`config.mk`:
```
export PLATFORM = sky130hd
export DESIGN_NAME = command_source_selector
export DESIGN_NICKNAME = d
export VERILOG_FILES = /design/src/hw/cmd_src_pkg.sv /design/src/hw/command_source_selector.sv /design/src/hw/input_sync.sv
export SDC_FILE = /design/constraint.sdc
export NUM_CORES = 1
export LEC_CHECK = 0
export BUFFER_PORTS_ARGS = -buffer_cell sky130_fd_sc_hd__buf_2
export CAP_MARGIN = 20
export CORE_AREA = 5 5 106 108
export DETAILED_ROUTE_END_ITERATION = 7
export DIE_AREA = 0 0 111 113
export MAX_ROUTING_LAYER = met4
export PLACE_DENSITY_LB_ADDON = 0.25
export REMOVE_ABC_BUFFERS = 1
export SLEW_MARGIN = 20
export SYNTH_ARGS = -nofsm -noshare
export SYNTH_HDL_FRONTEND = slang
export SYNTH_SLANG_ARGS = --single-unit
```
`constraint.sdc`:
```
create_clock -name hclk -period 4.5 [get_ports hclk]
set_input_delay 0.225 -clock hclk [delete_from_list [all_inputs] [get_ports hclk]]
set_output_delay 0.225 -clock hclk [all_outputs]
set_load 0.005 [all_outputs]
```
`src/hw/cmd_src_pkg.sv`:
```
// Package for the command source selector: register map, field codes, reset values.
// Assumes a 32-bit AHB-Lite register bus and a 25 MHz system clock.
package cmd_src_pkg;

  // ==========================================================================
  // Register offsets (byte addresses)
  localparam logic [7:0] off_config   = 8'h00;
  localparam logic [7:0] off_sources  = 8'h04;
  localparam logic [7:0] off_mi_func  = 8'h08;
  localparam logic [7:0] off_command  = 8'h0c;
  localparam logic [7:0] off_status   = 8'h10;

  // ==========================================================================
  // Field positions
  localparam int lr_sel_lsb       = 0;
  localparam int stop_gate_bit    = 4;
  localparam int auto_freq_lsb    = 0;
  localparam int auto_run_lsb     = 4;
  localparam int hand_freq_lsb    = 8;
  localparam int hand_run_lsb     = 12;

  // ==========================================================================
  // Reset values
  localparam logic [2:0] lr_sel_reset    = 3'h0;
  localparam logic       stop_gate_reset = 1'b0;
  localparam logic [3:0] src_reset       = 4'h0;
  localparam logic [5:0] mi_func_reset   = 6'h00;

  // ==========================================================================
  // Local/remote selection codes
  localparam logic [2:0] lr_standard   = 3'h0;
  localparam logic [2:0] lr_stop       = 3'h1;
  localparam logic [2:0] lr_remote_set = 3'h2;
  localparam logic [2:0] lr_local_set  = 3'h3;
  localparam logic [2:0] lr_follow     = 3'h4;

  // Multi-function input function codes
  localparam logic [5:0] mi_fn_auto    = 6'h29;
  localparam logic [5:0] mi_fn_hand    = 6'h2a;
  localparam logic [5:0] mi_fn_loc_rem = 6'h38;

  // Run source codes
  localparam logic [3:0] run_keypad = 4'h0;

  // Decoded frequency sources, one-hot
  typedef enum logic [7:0] {
    freq_keypad   = 8'h01,
    freq_rs485    = 8'h02,
    freq_analog   = 8'h04,
    freq_updown   = 8'h08,
    freq_canopen  = 8'h10,
    freq_dial     = 8'h20,
    freq_comcard  = 8'h40,
    freq_none     = 8'h80
  } freq_src_type;

  // Decoded run sources, one-hot
  typedef enum logic [5:0] {
    run_src_keypad   = 6'h01,
    run_src_terminal = 6'h02,
    run_src_rs485    = 6'h04,
    run_src_canopen  = 6'h08,
    run_src_comcard  = 6'h10,
    run_src_none     = 6'h20
  } run_src_type;

  // Operating mode, Gray order
  typedef enum logic [1:0] {
    mode_auto = 2'b00,
    mode_hand = 2'b01
  } mode_type;

endpackage

```
`src/hw/command_source_selector.sv`:
```
// Command source selector: picks frequency and run sources from mode settings.
// Assumes AHB-Lite single word transfers, one clock hclk, async active-low reset.
// Overview of operation
// - Selection 0: hand-off-auto, auto and hand use their own sources.
// - Selection 1: a local/remote switch stops the drive.
// - Selection 2: keep running, use remote settings on any switch.
// - Selection 3: keep running, use local settings on any switch.
// - Selection 4: local settings in local, remote settings in remote.
// - Input function 41/42 overrides selections 1 to 4; standard scheme applies.
// - Nonzero selection: local uses auto sources, remote uses hand sources.
// - Local/remote enabled: auto key requests remote, hand key local.
// - Function 56 input ignored while selection is 0.
// - Function 56 with nonzero selection disables keys; input decides mode.
// - Decode hand frequency source codes 0,1,2,3,6,7,8.
// - Decode hand run source codes 0,1,2,3,5.
// - Power-up starts in auto mode with auto sources.
// - Inactive auto/hand input rejects run commands and jog.
// - Stop key gated by setting unless keypad is run source.
// - Local/remote enabled: drive local or remote keypad indication.
// - Decode auto run source codes 0,1,2,3,5.
//
// Added by the designer: the register offsets and the AHB-Lite interface to the registers.
module command_source_selector #(
  parameter int num_inputs = 7
) (
  input  wire logic                  hclk,
  input  wire logic                  hresetn,
  input  wire logic                  hsel,
  input  wire logic [31:0]           haddr,
  input  wire logic [1:0]            htrans,
  input  wire logic                  hwrite,
  input  wire logic [2:0]            hsize,
  input  wire logic [31:0]           hwdata,
  input  wire logic                  hready,
  output logic      [31:0]           hrdata,
  output logic                       hreadyout,
  output logic                       hresp,
  input  wire logic [num_inputs-1:0] multifunction_input,
  input  wire logic                  key_auto,
  input  wire logic                  key_hand,
  input  wire logic                  key_stop,
  input  wire logic                  run_request,
  input  wire logic                  jog_request,
  output logic      [7:0]            freq_source,
  output logic      [5:0]            run_source,
  output logic                       hand_mode,
  output logic                       local_indication,
  output logic                       remote_indication,
  output logic                       stop_command,
  output logic                       run_enable,
  output logic                       jog_enable
);

  // ==========================================================================
  // Decode functions
  function automatic cmd_src_pkg::freq_src_type decode_freq(input logic [3:0] code);
    case (code)
      4'h0:    decode_freq = cmd_src_pkg::freq_keypad;
      4'h1:    decode_freq = cmd_src_pkg::freq_rs485;
      4'h2:    decode_freq = cmd_src_pkg::freq_analog;
      4'h3:    decode_freq = cmd_src_pkg::freq_updown;
      4'h6:    decode_freq = cmd_src_pkg::freq_canopen;
      4'h7:    decode_freq = cmd_src_pkg::freq_dial;
      4'h8:    decode_freq = cmd_src_pkg::freq_comcard;
      default: decode_freq = cmd_src_pkg::freq_none;
    endcase
  endfunction

  function automatic cmd_src_pkg::run_src_type decode_run(input logic [3:0] code);
    case (code)
      4'h0:    decode_run = cmd_src_pkg::run_src_keypad;
      4'h1:    decode_run = cmd_src_pkg::run_src_terminal;
      4'h2:    decode_run = cmd_src_pkg::run_src_rs485;
      4'h3:    decode_run = cmd_src_pkg::run_src_canopen;
      4'h5:    decode_run = cmd_src_pkg::run_src_comcard;
      default: decode_run = cmd_src_pkg::run_src_none;
    endcase
  endfunction

  // ==========================================================================
  // Settings registers
  logic [2:0]  local_remote_select;
  logic        stop_key_gate;
  logic [3:0]  auto_freq_source;
  logic [3:0]  auto_run_source;
  logic [3:0]  hand_freq_source;
  logic [3:0]  hand_run_source;
  logic [5:0]  mi_func [num_inputs];
  logic        sw_hold;

  // ==========================================================================
  // AHB-Lite slave, zero wait states
  logic        dp_write;
  logic        dp_read;
  logic [7:0]  dp_addr;
  logic        addr_valid;

  assign addr_valid = hsel && hready && htrans[1];
  assign hreadyout  = 1'b1;
  assign hresp      = 1'b0;

  always_ff @(posedge hclk or negedge hresetn) begin
    if (!hresetn) begin
      dp_write <= 1'b0;
      dp_read  <= 1'b0;
      dp_addr  <= 8'h00;
    end else begin
      dp_write <= addr_valid && hwrite;
      dp_read  <= addr_valid && !hwrite;
      dp_addr  <= haddr[7:0];
    end
  end

  always_ff @(posedge hclk or negedge hresetn) begin
    if (!hresetn) begin
      local_remote_select <= cmd_src_pkg::lr_sel_reset;
      stop_key_gate       <= cmd_src_pkg::stop_gate_reset;
    end else if (dp_write && dp_addr == cmd_src_pkg::off_config) begin
      local_remote_select <= hwdata[cmd_src_pkg::lr_sel_lsb +: 3];
      stop_key_gate       <= hwdata[cmd_src_pkg::stop_gate_bit];
    end
  end

  always_ff @(posedge hclk or negedge hresetn) begin
    if (!hresetn) begin
      auto_freq_source <= cmd_src_pkg::src_reset;
      auto_run_source  <= cmd_src_pkg::src_reset;
      hand_freq_source <= cmd_src_pkg::src_reset;
      hand_run_source  <= cmd_src_pkg::src_reset;
    end else if (dp_write && dp_addr == cmd_src_pkg::off_sources) begin
      auto_freq_source <= hwdata[cmd_src_pkg::auto_freq_lsb +: 4];
      auto_run_source  <= hwdata[cmd_src_pkg::auto_run_lsb +: 4];
      hand_freq_source <= hwdata[cmd_src_pkg::hand_freq_lsb +: 4];
      hand_run_source  <= hwdata[cmd_src_pkg::hand_run_lsb +: 4];
    end
  end

  // Drive-stop hold after a switch under selection 1; software clears it
  logic switch_stop;
  always_ff @(posedge hclk or negedge hresetn) begin
    if (!hresetn) begin
      sw_hold <= 1'b0;
    end else if (switch_stop) begin
      sw_hold <= 1'b1;
    end else if (dp_write && dp_addr == cmd_src_pkg::off_command && hwdata[0]) begin
      sw_hold <= 1'b0;
    end
  end

  genvar g;
  generate
    for (g = 0; g < num_inputs; g++) begin : g_mi
      always_ff @(posedge hclk or negedge hresetn) begin
        if (!hresetn) begin
          mi_func[g] <= cmd_src_pkg::mi_func_reset;
        end else if (dp_write && dp_addr == cmd_src_pkg::off_mi_func) begin
          mi_func[g] <= hwdata[g*4 +: 4] == 4'h0 ? 6'h00 :
                        hwdata[g*4 +: 4] == 4'h1 ? cmd_src_pkg::mi_fn_auto :
                        hwdata[g*4 +: 4] == 4'h2 ? cmd_src_pkg::mi_fn_hand :
                        hwdata[g*4 +: 4] == 4'h3 ? cmd_src_pkg::mi_fn_loc_rem : 6'h00;
        end
      end
    end
  endgenerate

  // ==========================================================================
  // Input synchronisation
  logic [num_inputs-1:0] mi_level;
  logic [2:0]            key_level;

  input_sync #(.width(num_inputs)) u_mi_sync (
    .hclk    (hclk),
    .hresetn (hresetn),
    .pin     (multifunction_input),
    .level   (mi_level)
  );

  input_sync #(.width(3)) u_key_sync (
    .hclk    (hclk),
    .hresetn (hresetn),
    .pin     ({key_stop, key_hand, key_auto}),
    .level   (key_level)
  );

  // ==========================================================================
  // Terminal function decode
  logic has_ah;
  logic ah_active;
  logic hand_active;
  logic has_lr;
  logic lr_active;

  always_comb begin
    has_ah      = 1'b0;
    ah_active   = 1'b0;
    hand_active = 1'b0;
    has_lr      = 1'b0;
    lr_active   = 1'b0;
    for (int i = 0; i < num_inputs; i++) begin
      if (mi_func[i] == cmd_src_pkg::mi_fn_auto || mi_func[i] == cmd_src_pkg::mi_fn_hand) begin
        has_ah    = 1'b1;
        ah_active = ah_active | mi_level[i];
        if (mi_func[i] == cmd_src_pkg::mi_fn_hand && mi_level[i]) begin
          hand_active = 1'b1;
        end
      end
      if (mi_func[i] == cmd_src_pkg::mi_fn_loc_rem) begin
        has_lr    = 1'b1;
        lr_active = lr_active | mi_level[i];
      end
    end
  end

  // ==========================================================================
  // Mode resolution
  logic                     lr_enabled;
  logic                     key_auto_d;
  logic                     key_hand_d;
  logic                     key_stop_d;
  cmd_src_pkg::mode_type    mode;
  cmd_src_pkg::mode_type    next_mode;

  assign lr_enabled = (local_remote_select != cmd_src_pkg::lr_standard) && !has_ah;

  always_ff @(posedge hclk or negedge hresetn) begin
    if (!hresetn) begin
      key_auto_d <= 1'b0;
      key_hand_d <= 1'b0;
      key_stop_d <= 1'b0;
    end else begin
      key_auto_d <= key_level[0];
      key_hand_d <= key_level[1];
      key_stop_d <= key_level[2];
    end
  end

  // hand_mode doubles as local in local/remote operation (remote = auto slot)
  always_comb begin
    next_mode = mode;
    if (has_ah) begin
      next_mode = hand_active ? cmd_src_pkg::mode_hand : cmd_src_pkg::mode_auto;
    end else if (lr_enabled && has_lr) begin
      next_mode = lr_active ? cmd_src_pkg::mode_auto : cmd_src_pkg::mode_hand;
    end else if (key_level[0] && !key_auto_d) begin
      next_mode = cmd_src_pkg::mode_auto;
    end else if (key_level[1] && !key_hand_d) begin
      next_mode = cmd_src_pkg::mode_hand;
    end
  end

  always_ff @(posedge hclk or negedge hresetn) begin
    if (!hresetn) begin
      mode <= cmd_src_pkg::mode_auto;
    end else begin
      mode <= next_mode;
    end
  end

  assign switch_stop = lr_enabled && (local_remote_select == cmd_src_pkg::lr_stop)
                       && (next_mode != mode);

  // ==========================================================================
  // Source selection
  logic [3:0] sel_freq;
  logic [3:0] sel_run;
  logic       use_local;

  // Local means auto-slot settings, remote means hand-slot settings
  always_comb begin
    use_local = (mode == cmd_src_pkg::mode_hand);
    if (lr_enabled) begin
      case (local_remote_select)
        cmd_src_pkg::lr_remote_set: use_local = 1'b0;
        cmd_src_pkg::lr_local_set:  use_local = 1'b1;
        default:                    use_local = (mode == cmd_src_pkg::mode_hand);
      endcase
      sel_freq = use_local ? auto_freq_source : hand_freq_source;
      sel_run  = use_local ? auto_run_source : hand_run_source;
    end else begin
      sel_freq = (mode == cmd_src_pkg::mode_hand) ? hand_freq_source : auto_freq_source;
      sel_run  = (mode == cmd_src_pkg::mode_hand) ? hand_run_source : auto_run_source;
    end
  end

  always_ff @(posedge hclk or negedge hresetn) begin
    if (!hresetn) begin
      freq_source       <= cmd_src_pkg::freq_keypad;
      run_source        <= cmd_src_pkg::run_src_keypad;
      hand_mode         <= 1'b0;
      local_indication  <= 1'b0;
      remote_indication <= 1'b0;
    end else begin
      freq_source       <= decode_freq(sel_freq);
      run_source        <= decode_run(sel_run);
      hand_mode         <= (next_mode == cmd_src_pkg::mode_hand);
      local_indication  <= lr_enabled && next_mode == cmd_src_pkg::mode_hand;
      remote_indication <= lr_enabled && next_mode == cmd_src_pkg::mode_auto;
    end
  end

  // ==========================================================================
  // Run gating and stop key
  logic blocked;
  assign blocked = (has_ah && !ah_active) || sw_hold;

  always_ff @(posedge hclk or negedge hresetn) begin
    if (!hresetn) begin
      run_enable   <= 1'b0;
      jog_enable   <= 1'b0;
      stop_command <= 1'b0;
    end else begin
      run_enable   <= run_request && !blocked;
      jog_enable   <= jog_request && !blocked;
      stop_command <= switch_stop || (key_level[2] && !key_stop_d &&
                      (sel_run == cmd_src_pkg::run_keypad || stop_key_gate));
    end
  end

  // ==========================================================================
  // Read mux
  always_ff @(posedge hclk or negedge hresetn) begin
    if (!hresetn) begin
      hrdata <= 32'h0000_0000;
    end else if (addr_valid && !hwrite) begin
      case (haddr[7:0])
        cmd_src_pkg::off_config:  hrdata <= {27'h0, stop_key_gate, 1'b0, local_remote_select};
        cmd_src_pkg::off_sources: hrdata <= {16'h0, hand_run_source, hand_freq_source,
                                             auto_run_source, auto_freq_source};
        cmd_src_pkg::off_status:  hrdata <= {24'h0, sw_hold, local_indication,
                                             remote_indication, hand_mode, 2'h0,
                                             has_lr, has_ah};
        default:                  hrdata <= 32'h0000_0000;
      endcase
    end
  end

endmodule

```
`src/hw/input_sync.sv`:
```
// Three-stage synchroniser with agreement filter for pin inputs.
// Assumes inputs asynchronous to hclk.
module input_sync #(
  parameter int width = 4
) (
  input  wire logic             hclk,
  input  wire logic             hresetn,
  input  wire logic [width-1:0] pin,
  output logic      [width-1:0] level
);

  logic [width-1:0] stage1;
  logic [width-1:0] stage2;
  logic [width-1:0] stage3;

  always_ff @(posedge hclk or negedge hresetn) begin
    if (!hresetn) begin
      stage1 <= '0;
      stage2 <= '0;
      stage3 <= '0;
    end else begin
      stage1 <= pin;
      stage2 <= stage1;
      stage3 <= stage2;
    end
  end

  // Change counts once second and third stage agree
  genvar i;
  generate
    for (i = 0; i < width; i++) begin : g_bit
      always_ff @(posedge hclk or negedge hresetn) begin
        if (!hresetn) begin
          level[i] <= 1'b0;
        end else if (stage2[i] == stage3[i]) begin
          level[i] <= stage3[i];
        end
      end
    end
  endgenerate

endmodule

```
==> flow_summary_export.csv <==
group,metric,value,unit
outcome,result_of_the_run,"complete, no violations",
global_routing,first_global_vias,4285,
synth,synth_top_cells_by_area,"sky130_fd_sc_hd__dfrtp_1 60%, sky130_fd_sc_hd__mux2_2 4.0%, sky130_fd_sc_hd__nand2_1 3.8%, sky130_fd_sc_hd__o21ai_0 3.2%, sky130_fd_sc_hd__buf_4 2.4%",
worst_setup_path,crit_required,4.91,ns
timing,aggregate_negative_setup_slack,0,ns
cells_and_area,utilization,0.7224,
synth,synth_seq_area_share,0.6108,
worst_setup_path,critPathLaunchType,"register",
placement,hpwl,8070,um
die,design.core.area,0.01014,mm^2
die,floorplan.die.width,111,um
route,drt_iter0_drc,284,
synth,synth_largest_type_area_fraction,0.6015,
clock_network,clock_tree.buffer_depth,2,
cells_and_area,flow.area_growth_from_synthesis,28.52,%
global_routing,grt_usage,0.2122,
clock_network,tritoncts_buffer_count,17,
synth,ys_top_cells_by_count,"137 x sky130_fd_sc_hd__dfrtp_1, 58 x sky130_fd_sc_hd__nand2_1, 37 x sky130_fd_sc_hd__o21ai_0",
worst_setup_path,cp_data_arrival_time,3.25,ns
clock_network,clkSinkCount,139,
synth,synth.largest_area_cell,"sky130_fd_sc_hd__dfrtp_1",
clock_network,cts_tree,"yes",
die,initial_core_util,0.5621,
timing,setup_viol_count_final,0,
worst_setup_path,worstPathMaxFanout,18,
synth,syn-cell-area,0.005699,mm^2
worst_hold_path,hp-class,"input pin to register",
power,vdd.ir_drop.worst,255.4,uV
route,route.antenna.remaining_nets,0,
synth,synth_most_common_cell,"sky130_fd_sc_hd__dfrtp_1",
timing,hold_viol,0,
power,leakage,3.396,nW
cells_and_area,nNetsFinal,717,
timing,hold_ws,0.02024,ns
timing,fin_ws,1.652,ns
route,wirelength,12050,um
die,chipHeight,113,um
synth,synth.ff_latch_count,139,
global_routing,pin_count_of_the_biggest_net_entering_global_routing,89,
worst_setup_path,critical_path.slowest_cell,"sky130_fd_sc_hd__a22o_1",
timing,worstMarginPinSlew,0.8491,ns
placement,place_worst_setup_slack,1.670,ns
cells_and_area,finish.cell_count_without_fillers,779,
cells_and_area,n_fill_cell,720,
timing,grt_setup_unrepaired,"false",
route,drcViolationCount,0,
clock_network,post_cts_resized,0,
timing,maxClockFrequency,0.3511,GHz
clock_network,cts.clk_slew.worst_paths,0.06,ns
worst_setup_path,crit_path_max_cell_delay,0.75,ns
clock_network,cts.root.buffer_cell,"sky130_fd_sc_hd__clkbuf_8",
worst_setup_path,cp_endpoint_kind,"register",
route,avgViaCountPerCell,5.436,
route,route.vias.total,4235,
die,fp.dieArea,0.01254,mm^2
route,detail_route.wl_per_cell,15.47,um
global_routing,grt_antenna_before_repair,0,
cells_and_area,stdcell_area,0.007325,mm^2
timing,slew_violations,0,
cells_and_area,antenna_cells_inserted,0,
run,max_cap_viol_count,0,
placement,gp_congestion,0.8966,
synth,synth_warnings,0,
synth,post_synth.cell_area_avg,11.73,um^2
global_routing,grt_overflow_total,0,
synth,post_synth_inst_count,486,
synth,synth.lib_cells_used.distinct,55,
clock_network,insertion_delay,0.52,ns
worst_setup_path,timing.critical_path.cells,"xor2_1, a222oi_1, and3_1, a22o_1, nor3_1, a21oi_1, and3b_1",
route,detailedRoute.firstPassIterationCount,5,
global_routing,wire_length_of_the_first_global_routing_pass,20640,um
timing,finClkSkew,0.008070,ns
timing,period_minus_slack,2.848,ns
synth,async_reset_ff_frac,1.000,
die,io_pins,140,
power,pwr_density_cell,410.5,mW/mm^2
placement,numPortBuffers,89,
clock_network,ctsHtreeMaxLevel,4,
cells_and_area,final_layout_size_suffix_gt1_frac,0.2348,
power,power,3.007,mW
placement,standard_cell_area_after_detailed_placement,0.006188,mm^2
timing,final_min_period_over_clock_period,0.6330,
synth,synth-main-ff-cell,"sky130_fd_sc_hd__dfrtp_1",
timing,slew-limit-headroom,0.4339,
synth,synth-edff-count,0,
die,std_cell_rows,37,
placement,numPlacedInstances,696,
worst_setup_path,criticalPathCategory,"register to register",
## worst paths after layout
check	from	to	slack (ns)	cells after the start
max	mi_func[1]$_DFFE_PN0P_	freq_source[2]$_DFF_PN0_	1.65	7
min	hwdata[26]	mi_func[4]$_DFFE_PN0P_	0.02	4
max reg2reg	mi_func[1]$_DFFE_PN0P_	freq_source[2]$_DFF_PN0_	1.65	7
min reg2reg	u_mi_sync.stage1[3]$_DFF_PN0_	u_mi_sync.stage2[3]$_DFF_PN0_	0.35	0
max in group asynchronous	hresetn	u_key_sync.stage2[2]$_DFF_PN0_	3.03	3
min in group asynchronous	hresetn	hrdata[6]$_DFFE_PN0P_	0.33	2
## cells by family (layout without fill, tap and decap cells)
| logic type | after synthesis | in the layout | synth area share |
|---|---|---|---|
| other | 2 | 18 | 0.001318 |
| adders and majority gates | 10 | 10 | 0.01756 |
| DFF | 139 | 139 | 0.6108 |
| AOI/OAI and AO/OA | 89 | 89 | 0.1023 |
| xor gates and xnor gates | 7 | 7 | 0.01076 |
| and+or+nand+nor | 171 | 171 | 0.1572 |
| muxes | 30 | 30 | 0.06037 |
| buffers and inverters | 38 | 179 | 0.03974 |
## cell usage in the layout, fill, tap and decap left out, types with 4 or more instances in the layout
cell | netlist | layout
sky130_fd_sc_hd__nor2_1 | 28 | 28
sky130_fd_sc_hd__nand2_1 | 58 | 58
sky130_fd_sc_hd__bufinv_16 | 0 | 4
sky130_fd_sc_hd__nor2b_1 | 11 | 11
sky130_fd_sc_hd__dlygate4sd3_1 | 0 | 52
sky130_fd_sc_hd__nand2b_1 | 6 | 6
sky130_fd_sc_hd__clkbuf_16 | 0 | 16
sky130_fd_sc_hd__nor3b_1 | 4 | 4
sky130_fd_sc_hd__nor4bb_1 | 6 | 6
sky130_fd_sc_hd__nand3b_1 | 9 | 9
sky130_fd_sc_hd__o21ai_0 | 37 | 37
sky130_fd_sc_hd__a21oi_1 | 8 | 8
sky130_fd_sc_hd__o31ai_1 | 11 | 11
sky130_fd_sc_hd__nor4_1 | 4 | 4
sky130_fd_sc_hd__a22oi_1 | 7 | 7
sky130_fd_sc_hd__buf_2 | 1 | 88
sky130_fd_sc_hd__mux2_2 | 20 | 20
sky130_fd_sc_hd__a22o_1 | 10 | 10
sky130_fd_sc_hd__inv_1 | 5 | 5
sky130_fd_sc_hd__xnor2_1 | 4 | 4
sky130_fd_sc_hd__mux2i_1 | 6 | 6
sky130_fd_sc_hd__dfrtp_1 | 137 | 137
sky130_fd_sc_hd__conb_1 | 2 | 18
sky130_fd_sc_hd__nor3_1 | 10 | 10
sky130_fd_sc_hd__nand3_1 | 13 | 13
sky130_fd_sc_hd__maj3_1 | 10 | 10
## critical path, delay by kind of cell, from the launching register on
kind / cells / cell delay, ns
XOR/XNOR: 1 / 0.20
AND/OR/NAND/NOR: 3 / 0.66
flip-flops: 1 / 0.42
AO/OA/AOI/OAI: 3 / 1.45
## layout make-up
class                   instances  area [um^2]  area share
clock buffers                  20        445.4     0.06081
clock inverters                11        170.2     0.02323
inverters                       5        18.77    0.002562
multi-input cells             325         2052      0.2802
flip-flops and latches        139         3481      0.4752
well taps                     136        170.2     0.02323
repair buffers                143        987.2      0.1348
## repair_timing
item                                    in CTS  in global routing
endpoints found under the setup margin       0                  0
hold buffers                                52                  0
endpoints found under the hold margin      135                  0
buffers inserted                             0                  0
## layer usage
layer  up-vias  global-route usage  part of all wire
li1       2004                   -                 -
met3        15             0.05989             0.065
met5         -                   -                 0
met2       145              0.3430              0.50
met4         0             0.06979             0.011
met1      2071              0.2607              0.43
## registers in the layout (all words and copies together), names as in the netlist, 7 cells and up
signal            flops
dp_addr               8
freq_source           8
hrdata               16
mi_func              28
u_mi_sync.level       7
u_mi_sync.stage1      7
u_mi_sync.stage2      7
u_mi_sync.stage3      7
## report_power, final
group / leakage (nW) / internal (mW) / switching, mW / total (mW)
logic: 1.49 / 0.112 / 0.118 / 0.230
registers: 1.62 / 1.31 / 0.0400 / 1.35
clock network: 0.293 / 0.925 / 0.503 / 1.43
total: 3.40 / 2.35 / 0.661 / 3.01
Power figures use the tool's default switching activity.
